## config.mk

```make
export PLATFORM = sky130hd
export DESIGN_NAME = servo_gain_set_switching
export DESIGN_NICKNAME = d
export VERILOG_FILES = /design/src/rtl/gain_sw_pkg.sv /design/src/rtl/gain_set_if.sv /design/src/rtl/gain_set_mux.sv /design/src/rtl/servo_gain_set_switching.sv
export SDC_FILE = /design/constraint.sdc
export NUM_CORES = 1
export LEC_CHECK = 0
export ABC_CLOCK_PERIOD_IN_PS = 8700
export BUFFER_PORTS_ARGS = -buffer_cell sky130_fd_sc_hd__buf_2
export CAP_MARGIN = 20
export CORE_AREA = 4 4 192 194
export DETAILED_ROUTE_END_ITERATION = 16
export DIE_AREA = 0 0 196 198
export PLACE_DENSITY = 0.94
export SLEW_MARGIN = 25
export SYNTH_ARGS = -nofsm -noshare
export SYNTH_HDL_FRONTEND = slang
export SYNTH_SLANG_ARGS = --single-unit
```

## constraint.sdc

```tcl
create_clock -name core_clk_i -period 8.7 [get_ports core_clk_i]
set_clock_uncertainty 0.2 [all_clocks]
set_input_delay 2.61 -clock core_clk_i [delete_from_list [all_inputs] [get_ports core_clk_i]]
set_output_delay 2.61 -clock core_clk_i [all_outputs]
set_load 0.02 [all_outputs]
```

## src/rtl/gain_sw_pkg.sv

```systemverilog
/*
 Package for the gain set switching block: register map, field positions,
 reset values and modes. Assumes a 32-bit classic Wishbone slave with word registers.
*/
package gain_sw_pkg;
    localparam int ADDR_W = 8;
    localparam int GAIN_W = 16;
    localparam int NUM_GAINS = 7;
    // Register byte offsets
    localparam logic [7:0] OFS_GAIN_SWITCH_SELECT = 8'h00;
    localparam logic [7:0] OFS_MODEL_FOLLOW_SWITCH = 8'h04;
    localparam logic [7:0] OFS_CONTROL = 8'h08;
    localparam logic [7:0] OFS_STATUS = 8'h0C;
    localparam logic [7:0] OFS_SET1_BASE = 8'h20;
    localparam logic [7:0] OFS_SET2_BASE = 8'h40;
    // Field positions
    localparam int SEL_METHOD_LSB = 0;
    localparam int MF_COMBINE_LSB = 12;
    localparam int CTRL_TUNING_BIT = 0;
    localparam int CTRL_FF_GAIN_LSB = 16;
    // Digit codes
    localparam logic [3:0] METHOD_MANUAL = 4'h0;
    localparam logic [3:0] METHOD_RESERVED = 4'h1;
    localparam logic [3:0] METHOD_AUTO = 4'h2;
    localparam logic [3:0] MF_COMBINE_OFF = 4'h0;
    localparam logic [3:0] MF_COMBINE_ON = 4'h1;
    // Reset values
    localparam logic [15:0] GAIN_SWITCH_SELECT_RST = 16'h0000;
    localparam logic [15:0] MODEL_FOLLOW_SWITCH_RST = 16'h0000;
    localparam logic [15:0] GAIN_RST = 16'h0000;
    // Gain slot indices within a set
    localparam int IDX_SPEED_GAIN = 0;
    localparam int IDX_SPEED_INTEGRAL = 1;
    localparam int IDX_POSITION_GAIN = 2;
    localparam int IDX_FORCE_FILTER = 3;
    localparam int IDX_MF_GAIN = 4;
    localparam int IDX_MF_COMP = 5;
    localparam int IDX_FRICTION_COMP = 6;
endpackage : gain_sw_pkg

```

## src/rtl/gain_set_if.sv

```systemverilog
/*
 Interface carrying both gain sets from the register file to the selector.
 Assumes both ends share core_clk_i.
*/
`timescale 1ns/100ps
`default_nettype none
interface gain_set_if;
    import gain_sw_pkg::*;
    logic [GAIN_W-1:0] set1 [NUM_GAINS];
    logic [GAIN_W-1:0] set2 [NUM_GAINS];
    logic use_set2;
    logic mf_use_set2;
    logic [GAIN_W-1:0] active [NUM_GAINS];
    modport src (output set1, output set2, output use_set2, output mf_use_set2, input active);
    modport sel (input set1, input set2, input use_set2, input mf_use_set2, output active);
endinterface : gain_set_if
`default_nettype wire

```

## src/rtl/gain_set_mux.sv

```systemverilog
/*
 Active gain set register: picks each member from set 1 or set 2.
 Assumes select lines from the same clock domain.
*/
`timescale 1ns/100ps
`default_nettype none
module gain_set_mux (
    input wire logic core_clk_i,
    input wire logic srst_i,
    gain_set_if.sel gs
);
    import gain_sw_pkg::*;
    typedef struct packed {
        logic [NUM_GAINS-1:0][GAIN_W-1:0] act;
    } mux_state_t;
    mux_state_t st_reg;
    mux_state_t st_next;
    always_comb begin
        st_next = st_reg;
        for (int i = 0; i < NUM_GAINS; i++) begin
            if (i == IDX_MF_GAIN || i == IDX_MF_COMP) begin
                st_next.act[i] = gs.mf_use_set2 ? gs.set2[i] : gs.set1[i]; // RULE_11
            end else begin
                st_next.act[i] = gs.use_set2 ? gs.set2[i] : gs.set1[i]; // RULE_08
            end
        end
    end
    always_ff @(posedge core_clk_i) begin
        if (srst_i) begin
            st_reg <= '0;
        end else begin
            st_reg <= st_next; // RULE_15
        end
    end
    always_comb begin
        for (int i = 0; i < NUM_GAINS; i++) begin
            gs.active[i] = st_reg.act[i];
        end
    end
endmodule : gain_set_mux
`default_nettype wire

```

## src/rtl/servo_gain_set_switching.sv

```systemverilog
/*
 Gain set switching and feedforward combination for a linear servo drive,
 with a classic Wishbone register slave. Assumes command inputs and motion
 status come from logic on core_clk_i.
*/
// The register offsets and register access over Wishbone were chosen for this implementation.
// What this block does
// RULE_01 - At reset defaults the feedforward gain and both host feedforward inputs have no effect.
// RULE_02 - Top digit of the model-follow switch enables host feedforward with model following, at once.
// RULE_03 - The host should not add its own feedforward to model following, to avoid overshoot.
// RULE_04 - Lowest digit of the gain-switch select picks manual (0) or automatic (2), at once.
// RULE_05 - Software must never write the reserved code 1 into that digit.
// RULE_06 - Manual mode follows only the gain select input; automatic mode uses internal conditions.
// RULE_07 - Gain select 0 activates set 1 and select 1 activates set 2.
// RULE_08 - Each set holds seven gains and switching exchanges the whole set only when RULE_09 and RULE_10 let the model-following pair switch.
// RULE_09 - Model-following gain and compensation switch only in manual mode.
// RULE_10 - They switch only on a select input with no command running and the motor stopped.
// RULE_11 - Otherwise the other members switch while the two model-following values stay.
// RULE_12 - During tuning only the model-follow switch and the control tuning bit are writable; afterwards tuned values load.
// RULE_13 - During tuning writes to protected model-following and suppression values are refused.
// RULE_14 - Automatic switching runs only in position control.
// RULE_15 - The select is registered per command and applied from the next control cycle.
`timescale 1ns/100ps
`default_nettype none
module servo_gain_set_switching (
    input wire logic core_clk_i,
    input wire logic srst_i,
    input wire logic wb_cyc_i,
    input wire logic wb_stb_i,
    input wire logic wb_we_i,
    input wire logic [gain_sw_pkg::ADDR_W-1:0] wb_adr_i,
    input wire logic [3:0] wb_sel_i,
    input wire logic [31:0] wb_dat_i,
    output logic [31:0] wb_dat_o,
    output logic wb_ack_o,
    input wire logic cmd_valid_i,
    input wire logic gain_select_i,
    input wire logic cmd_busy_i,
    input wire logic motor_stopped_i,
    input wire logic position_ctrl_i,
    input wire logic auto_cond_a_i,
    input wire logic [15:0] speed_ff_input_i,
    input wire logic [15:0] force_ff_input_i,
    input wire logic tune_done_i,
    input wire logic [15:0] tuned_mf_switch_i,
    input wire logic [15:0] tuned_mf_gain_i,
    input wire logic [15:0] tuned_freq_a_i,
    input wire logic [15:0] tuned_freq_b_i,
    output logic tuning_o,
    output logic [15:0] speed_ff_o,
    output logic [15:0] force_ff_o,
    output logic [15:0] feedforward_gain_o,
    output logic [15:0] suppress1_freq_a_o,
    output logic [15:0] suppress1_freq_b_o,
    output logic active_set2_o,
    output logic mf_set2_o,
    output logic [15:0] speed_gain_o,
    output logic [15:0] speed_integral_o,
    output logic [15:0] position_gain_o,
    output logic [15:0] force_filter_o,
    output logic [15:0] mf_gain_o,
    output logic [15:0] mf_comp_o,
    output logic [15:0] friction_comp_o
);
    import gain_sw_pkg::*;

    typedef struct packed {
        logic [15:0] gain_switch_select;
        logic [15:0] model_follow_switch;
        logic tuning;
        logic [15:0] ff_gain;
        logic [15:0] freq_a;
        logic [15:0] freq_b;
        logic [NUM_GAINS-1:0][15:0] set1;
        logic [NUM_GAINS-1:0][15:0] set2;
        logic sel_latched;
        logic use_set2;
        logic mf_use_set2;
        logic ack;
        logic [31:0] rdata;
        logic [15:0] sff;
        logic [15:0] fff;
    } top_state_t;

    top_state_t st_reg;
    top_state_t st_next;
    gain_set_if gs ();

    gain_set_mux u_mux (
        .core_clk_i(core_clk_i),
        .srst_i(srst_i),
        .gs(gs)
    );

    logic [3:0] method;
    logic combine;
    logic wr;
    logic rd;
    logic [15:0] wdata16;
    logic [ADDR_W-1:0] ofs;
    logic auto_mode;
    logic target_set2;
    logic protected_hit;

    assign method = st_reg.gain_switch_select[SEL_METHOD_LSB +: 4];
    assign combine = st_reg.model_follow_switch[MF_COMBINE_LSB +: 4] == MF_COMBINE_ON;
    assign auto_mode = method == METHOD_AUTO;
    // Write lands at the edge where the master samples ack high
    assign wr = wb_cyc_i && wb_stb_i && wb_we_i && st_reg.ack;
    assign rd = wb_cyc_i && wb_stb_i && !wb_we_i && !st_reg.ack;
    assign ofs = wb_adr_i;

    always_comb begin
        wdata16 = st_reg.rdata[15:0];
        protected_hit = 1'b0;
        target_set2 = st_reg.sel_latched;
        st_next = st_reg;
        st_next.ack = wb_cyc_i && wb_stb_i && !st_reg.ack;
        // Manual path uses registered select; automatic only in position control
        if (auto_mode && position_ctrl_i) begin
            target_set2 = auto_cond_a_i; // RULE_14
        end
        if (cmd_valid_i && !auto_mode) begin
            st_next.sel_latched = gain_select_i; // RULE_15
            target_set2 = gain_select_i;
        end
        st_next.use_set2 = target_set2; // RULE_06 RULE_07
        if (!auto_mode && cmd_valid_i && !cmd_busy_i && motor_stopped_i) begin
            st_next.mf_use_set2 = gain_select_i; // RULE_09 RULE_10
        end
        // Host feedforward only passes when combination is enabled
        st_next.sff = combine ? speed_ff_input_i : 16'h0000; // RULE_01 RULE_02
        st_next.fff = combine ? force_ff_input_i : 16'h0000; // RULE_01 RULE_02
        if (wr) begin
            for (int b = 0; b < 2; b++) begin
                wdata16[b*8 +: 8] = wb_sel_i[b] ? wb_dat_i[b*8 +: 8] : 8'h00;
            end
            protected_hit = st_reg.tuning && (ofs != OFS_MODEL_FOLLOW_SWITCH)
                && (ofs != OFS_CONTROL); // RULE_12 RULE_13
            unique case (ofs)
                OFS_GAIN_SWITCH_SELECT: begin
                    if (!protected_hit && wdata16[3:0] != METHOD_RESERVED) begin
                        st_next.gain_switch_select = wdata16; // RULE_04 RULE_05
                    end
                end
                OFS_MODEL_FOLLOW_SWITCH: begin
                    st_next.model_follow_switch = wdata16; // RULE_12
                end
                OFS_CONTROL: begin
                    if (wb_sel_i[0]) begin
                        st_next.tuning = wb_dat_i[CTRL_TUNING_BIT];
                    end
                    if (wb_sel_i[2] && !st_reg.tuning) begin
                        st_next.ff_gain[7:0] = wb_dat_i[CTRL_FF_GAIN_LSB +: 8];
                    end
                    if (wb_sel_i[3] && !st_reg.tuning) begin
                        st_next.ff_gain[15:8] = wb_dat_i[CTRL_FF_GAIN_LSB+8 +: 8];
                    end
                end
                default: begin
                    for (int i = 0; i < NUM_GAINS; i++) begin
                        if (!protected_hit && ofs == OFS_SET1_BASE + ADDR_W'(4*i)) begin
                            st_next.set1[i] = wdata16;
                        end
                        if (!protected_hit && ofs == OFS_SET2_BASE + ADDR_W'(4*i)) begin
                            st_next.set2[i] = wdata16;
                        end
                    end
                end
            endcase
        end
        if (st_reg.tuning && tune_done_i) begin
            st_next.tuning = 1'b0; // RULE_12
            st_next.model_follow_switch = tuned_mf_switch_i;
            st_next.set1[IDX_MF_GAIN] = tuned_mf_gain_i;
            st_next.freq_a = tuned_freq_a_i;
            st_next.freq_b = tuned_freq_b_i;
        end
        if (rd) begin
            unique case (ofs)
                OFS_GAIN_SWITCH_SELECT: st_next.rdata = {16'h0000, st_reg.gain_switch_select};
                OFS_MODEL_FOLLOW_SWITCH: st_next.rdata = {16'h0000, st_reg.model_follow_switch};
                OFS_CONTROL: st_next.rdata = {st_reg.ff_gain, 15'h0000, st_reg.tuning};
                OFS_STATUS: st_next.rdata = {28'h000_0000, st_reg.sel_latched,
                    st_reg.mf_use_set2, st_reg.use_set2, st_reg.tuning};
                default: begin
                    st_next.rdata = 32'h0000_0000;
                    for (int i = 0; i < NUM_GAINS; i++) begin
                        if (ofs == OFS_SET1_BASE + ADDR_W'(4*i)) begin
                            st_next.rdata = {16'h0000, st_reg.set1[i]};
                        end
                        if (ofs == OFS_SET2_BASE + ADDR_W'(4*i)) begin
                            st_next.rdata = {16'h0000, st_reg.set2[i]};
                        end
                    end
                end
            endcase
        end
    end

    always_ff @(posedge core_clk_i) begin
        if (srst_i) begin
            st_reg <= '0;
            st_reg.gain_switch_select <= GAIN_SWITCH_SELECT_RST;
            st_reg.model_follow_switch <= MODEL_FOLLOW_SWITCH_RST;
        end else begin
            st_reg <= st_next;
        end
    end

    always_comb begin
        for (int i = 0; i < NUM_GAINS; i++) begin
            gs.set1[i] = st_reg.set1[i];
            gs.set2[i] = st_reg.set2[i];
        end
    end
    assign gs.use_set2 = st_reg.use_set2;
    assign gs.mf_use_set2 = st_reg.mf_use_set2;

    assign wb_ack_o = st_reg.ack;
    assign wb_dat_o = st_reg.rdata;
    assign tuning_o = st_reg.tuning;
    assign speed_ff_o = st_reg.sff;
    assign force_ff_o = st_reg.fff;
    // Feedforward gain is ignored unless host combination is enabled
    assign feedforward_gain_o = combine ? st_reg.ff_gain : 16'h0000; // RULE_01
    assign suppress1_freq_a_o = st_reg.freq_a;
    assign suppress1_freq_b_o = st_reg.freq_b;
    assign active_set2_o = st_reg.use_set2;
    assign mf_set2_o = st_reg.mf_use_set2;
    assign speed_gain_o = gs.active[IDX_SPEED_GAIN];
    assign speed_integral_o = gs.active[IDX_SPEED_INTEGRAL];
    assign position_gain_o = gs.active[IDX_POSITION_GAIN];
    assign force_filter_o = gs.active[IDX_FORCE_FILTER];
    assign mf_gain_o = gs.active[IDX_MF_GAIN];
    assign mf_comp_o = gs.active[IDX_MF_COMP];
    assign friction_comp_o = gs.active[IDX_FRICTION_COMP];

    AST_FF_BLOCKED: assert property (@(posedge core_clk_i) disable iff (srst_i) // RULE_01
        !combine |-> ##1 (speed_ff_o == 16'h0000 && force_ff_o == 16'h0000))
        else $error("host feedforward leaked while combination off");
    AST_FF_GAIN_OFF: assert property (@(posedge core_clk_i) disable iff (srst_i) // RULE_01
        !combine |-> feedforward_gain_o == 16'h0000)
        else $error("feedforward gain applied while combination off");
    AST_FF_PASS: assert property (@(posedge core_clk_i) disable iff (srst_i) // RULE_02
        combine |-> ##1 (speed_ff_o == $past(speed_ff_input_i)))
        else $error("speed feedforward not passed when combined");
    AST_FORCE_FF_PASS: assert property (@(posedge core_clk_i) disable iff (srst_i) // RULE_02
        combine |-> ##1 (force_ff_o == $past(force_ff_input_i)))
        else $error("force feedforward not passed when combined");
    AST_NO_RESERVED: assert property (@(posedge core_clk_i) disable iff (srst_i) // RULE_04
        method != METHOD_RESERVED)
        else $error("reserved gain switching method stored");
    AST_RESERVED_REFUSED: assert property (@(posedge core_clk_i) disable iff (srst_i) // RULE_04
        (wr && ofs == OFS_GAIN_SWITCH_SELECT && wdata16[3:0] == METHOD_RESERVED)
            |-> ##1 $stable(st_reg.gain_switch_select))
        else $error("reserved gain switching code accepted");
    AST_MANUAL_SEL: assert property (@(posedge core_clk_i) disable iff (srst_i) // RULE_07
        (!auto_mode && cmd_valid_i) |-> ##1 active_set2_o == $past(gain_select_i))
        else $error("manual select did not pick set");
    AST_AUTO_POS: assert property (@(posedge core_clk_i) disable iff (srst_i) // RULE_14
        (auto_mode && position_ctrl_i) |-> ##1 active_set2_o == $past(auto_cond_a_i))
        else $error("automatic switch not following condition");
    AST_MF_HOLD: assert property (@(posedge core_clk_i) disable iff (srst_i) // RULE_09
        (auto_mode || cmd_busy_i || !motor_stopped_i || !cmd_valid_i)
            |-> ##1 $stable(mf_set2_o))
        else $error("model following set changed without conditions");
    AST_MF_SWITCH: assert property (@(posedge core_clk_i) disable iff (srst_i) // RULE_10
        (!auto_mode && cmd_valid_i && !cmd_busy_i && motor_stopped_i)
            |-> ##1 mf_set2_o == $past(gain_select_i))
        else $error("model following set missed allowed switch");
    AST_SET_APPLY: assert property (@(posedge core_clk_i) disable iff (srst_i) // RULE_08
        1'b1 |-> ##1 speed_gain_o == ($past(active_set2_o)
            ? $past(st_reg.set2[IDX_SPEED_GAIN]) : $past(st_reg.set1[IDX_SPEED_GAIN])))
        else $error("speed gain not taken from the selected set");
    AST_TUNE_LOCK: assert property (@(posedge core_clk_i) disable iff (srst_i) // RULE_13
        (tuning_o && wr && !tune_done_i && ofs == OFS_SET1_BASE + ADDR_W'(4*IDX_MF_GAIN))
            |-> ##1 $stable(st_reg.set1[IDX_MF_GAIN]))
        else $error("protected write accepted during tuning");
    AST_TUNE_LOAD: assert property (@(posedge core_clk_i) disable iff (srst_i) // RULE_12
        (tuning_o && tune_done_i) |-> ##1 (!tuning_o && suppress1_freq_a_o == $past(tuned_freq_a_i)))
        else $error("tuned values not loaded");
    AST_TUNE_MF_GAIN: assert property (@(posedge core_clk_i) disable iff (srst_i) // RULE_12
        (tuning_o && tune_done_i) |-> ##1 st_reg.set1[IDX_MF_GAIN] == $past(tuned_mf_gain_i))
        else $error("tuned model following gain not loaded");
    AST_APPLY_NEXT: assert property (@(posedge core_clk_i) disable iff (srst_i) // RULE_15
        $rose(active_set2_o) |-> ##1 (position_gain_o == st_reg.set2[IDX_POSITION_GAIN]
            || $changed(st_reg.set2[IDX_POSITION_GAIN])))
        else $error("active set not applied next cycle");
    AST_ACK_PULSE: assert property (@(posedge core_clk_i) disable iff (srst_i)
        wb_ack_o |-> ##1 !wb_ack_o)
        else $error("ack held longer than one cycle");
endmodule : servo_gain_set_switching
`default_nettype wire

```

==> impl_metrics.ini <==
[clock_network]
cts_resized = 0
cts_tree = yes
cts.sinks = 485
cts-buffers-inserted = 48
clkTransAtPathRegs_ns = 0.06
cts_max_level = 2
hold_buffers = 0
clock_latency_ns = 0.60
clk_path_buf_depth = 3
post-cts-setup-buffers = 0
ctsRootBufferMaster = clkbuf_16

[worst_setup_path]
critPathArrivalTime_ns = 5.80
timing.rr.end = gs.set1[33]$_SDFFE_PP0P_
worstSetupPathType = input port to flip-flop
r2r_cells = 6
crit_family = simple AND/OR/NAND/NOR gates
path_max_fanout = 38
r2r_setup_slack_ns = 5.69
regToRegStartpoint = wb_ack_o$_SDFF_PP0_
crit_path_end_kind = flip-flop
critical_path.slowest_cell = or4b_1
cp_data_required_time_ns = 8.95
critPathBufInv = 1
crit_chain = buf_2 -> or4b_1 -> nor2_1 -> nand2b_1 -> nand2_1 -> a21oi_1
startpoint_type = input port
slowest_delay_ns = 0.89

[place]
place_ws_ns = 2.72
dp.cells = 3079
dp_hpwl_um = 51200
place.gp.congestion = 1.06
io_buffers = 379
placed_area_mm2 = 0.0219

[worst_hold_path]
hold_class = flip-flop to flip-flop
hold-path-cell-count = 2
hold_end = suppress1_freq_a_o[1]$_SDFFE_PP0P_
min_from = suppress1_freq_a_o[1]$_SDFFE_PP0P_

[finish]
nets = 2822
stdcell_count = 3167
drive_above_1_share = 0.195
area_growth_pct = 13.6
stdcell_area_mm2 = 0.0237
nFillCells = 2743
final_util = 0.672
insertedDiodeCount = 0

[logic_synthesis]
ys_seq_area_frac = 0.466
synthesis.area_mm2 = 0.0208
ys_seq_elements = 485
yosys_warnings = 0
synth_top_cell_area_share = 0.466
synth_edf_count = 0
syn-mean-instance-area_um2 = 8.23
synth_nets = 2684
synth_top_area_cell = dfxtp_1
syn_inst = 2532
synthXorXnorAreaFrac = 0.000420
async_reset_ff_frac = 0
synth_area_leaders = dfxtp_1, nand2_1, a21oi_1
synthMuxAreaShare = 0.0752
synth_top_family_by_area = simple AND/OR/NAND/NOR gates
synth_adder_area_share = 0
synth_cell_types = 67
synth_compound_area_frac = 0.176
synthSimpleGateAreaFrac = 0.203
synth_flop_cell = dfxtp_1

[floorplanning]
fp.coreArea_mm2 = 0.0352
dieArea_mm2 = 0.0388
ios = 380
die_width_um = 196
rows = 69
fp.dieH_um = 198
initial_core_util = 0.592

[pwr]
ir_worst_vdd_v = 0.000241
p_per_area_mw_per_mm2 = 197
power_mw = 4.65
leakagePower_nw = 9.17

[grt]
grt_pass1_vias = 18500
grt_pass1_wl_um = 110000
antenna_found_initial = 1
grt_max_degree = 258
grt_use_total = 0.362
grt_overflow_total = 0

[sta]
fin_hold_ws_ns = 0.255
setup_ws_ns = 3.16
worst_pin_slew_ns = 1.12
slew_headroom = 0.255
finalMaxSlewViolations = 0
period_share = 0.637
min_period_ns = 5.54
setup_viol_count_final = 0
finalHoldViolCount = 0
rsz0062_at_grt = false
max_freq_mhz = 180
tns_ns = 0

[drt]
drc_errors = 0
routedWlPerCell_um = 23.5
wl_um = 74400
dr.pass1.iters = 7
viasPerCell = 6.31
postRouteAntennaNets = 0
dr_total_vias = 20000
drtIter0Drc = 3598

[run]
maxCapViolCount = 0

[run_status]
status = finished, final reports clean
[layer usage]
metal | up-vias | share of wire | track usage
met5 | - | 0.00017 | 0
met3 | 284 | 0.13 | 0.0893
li1 | 8843 | - | -
met2 | 1524 | 0.43 | 0.543
met1 | 9315 | 0.38 | 0.499
met4 | 2 | 0.053 | 0.159
[how the worst max path moves through the flow]
stage	start	to	cells past startpoint
floorplan	wb_adr_i[1]	gs.set1[102]$_SDFFE_PP0P_	8
global placement	wb_adr_i[4]	gs.set2[60]$_SDFFE_PP0P_	6
detailed placement	wb_adr_i[2]	gs.set1[31]$_SDFFE_PP0P_	6
CTS	wb_adr_i[2]	gs.set1[31]$_SDFFE_PP0P_	6
global route	wb_adr_i[2]	gs.set1[29]$_SDFFE_PP0P_	6
finish	wb_adr_i[2]	gs.set1[31]$_SDFFE_PP0P_	6
[synthesized netlist by cell type (13+ instances only)]
cell type / n
a21oi_1: 316
a22oi_1: 66
a311oi_1: 14
and2_1: 65
buf_1: 28
buf_2: 43
buf_4: 102
clkbuf_1: 145
dfxtp_1: 485
mux2i_1: 152
nand2_1: 526
nand3_1: 49
nor2_1: 229
nor3_1: 28
o211ai_1: 20
o21ai_0: 61
o221ai_1: 13
o22ai_1: 19
[power breakdown]
group | internal, mW | switching, mW
Combinational | 0.0711 | 0.171
Clock | 1.29 | 0.888
Sequential | 2.22 | 0.0111
Total | 3.58 | 1.07
[logic make-up (layout without fill, tap and decap cells)]
family,Yosys count,after routing
and+or+nand+nor,963,963
xor gates and xnor gates,1,1
DFF,485,485
AOI/OAI and AO/OA,603,603
muxes,156,156
buffers and inverters,324,498
[layout by cell type, fill, tap and decap left out, types with 11 or more instances in the layout]
cell type	netlist	layout
o22ai_1	19	19
buf_4	102	23
o221ai_1	13	13
o211ai_1	20	20
buf_2	43	378
clkbuf_8	0	11
nand2b_1	11	11
and2_1	65	64
mux2i_1	152	152
dfxtp_1	485	483
a22oi_1	66	66
nor2_1	229	227
o21a_1	11	11
o21ai_0	61	61
a211oi_1	11	11
clkinv_2	0	11
nand3_1	49	49
nand2_1	526	525
nor3_1	28	26
clkbuf_16	0	48
a21oi_1	316	316
a311oi_1	14	14
[final cells by class]
class	count	area, µm²	share of cell area
multi-input cells	1723	9530	0.403
well taps	461	577	0.0244
clock buffers	65	1380	0.0581
repair buffers	408	2180	0.0922
flip-flops and latches	485	9710	0.410
inverters	4	15.0	0.000634
clock inverters	21	278	0.0117
[worst reg2reg max path, stage by stage, from the launching register on]
cell and delay [ns]:
dfxtp_1 0.43, nand4_1 0.29, a211o_2 0.64, nor3_4 0.74, nor2_2 0.31, nand2_1 0.16
a21oi_1 0.08
Power figures use the tool's default switching activity.
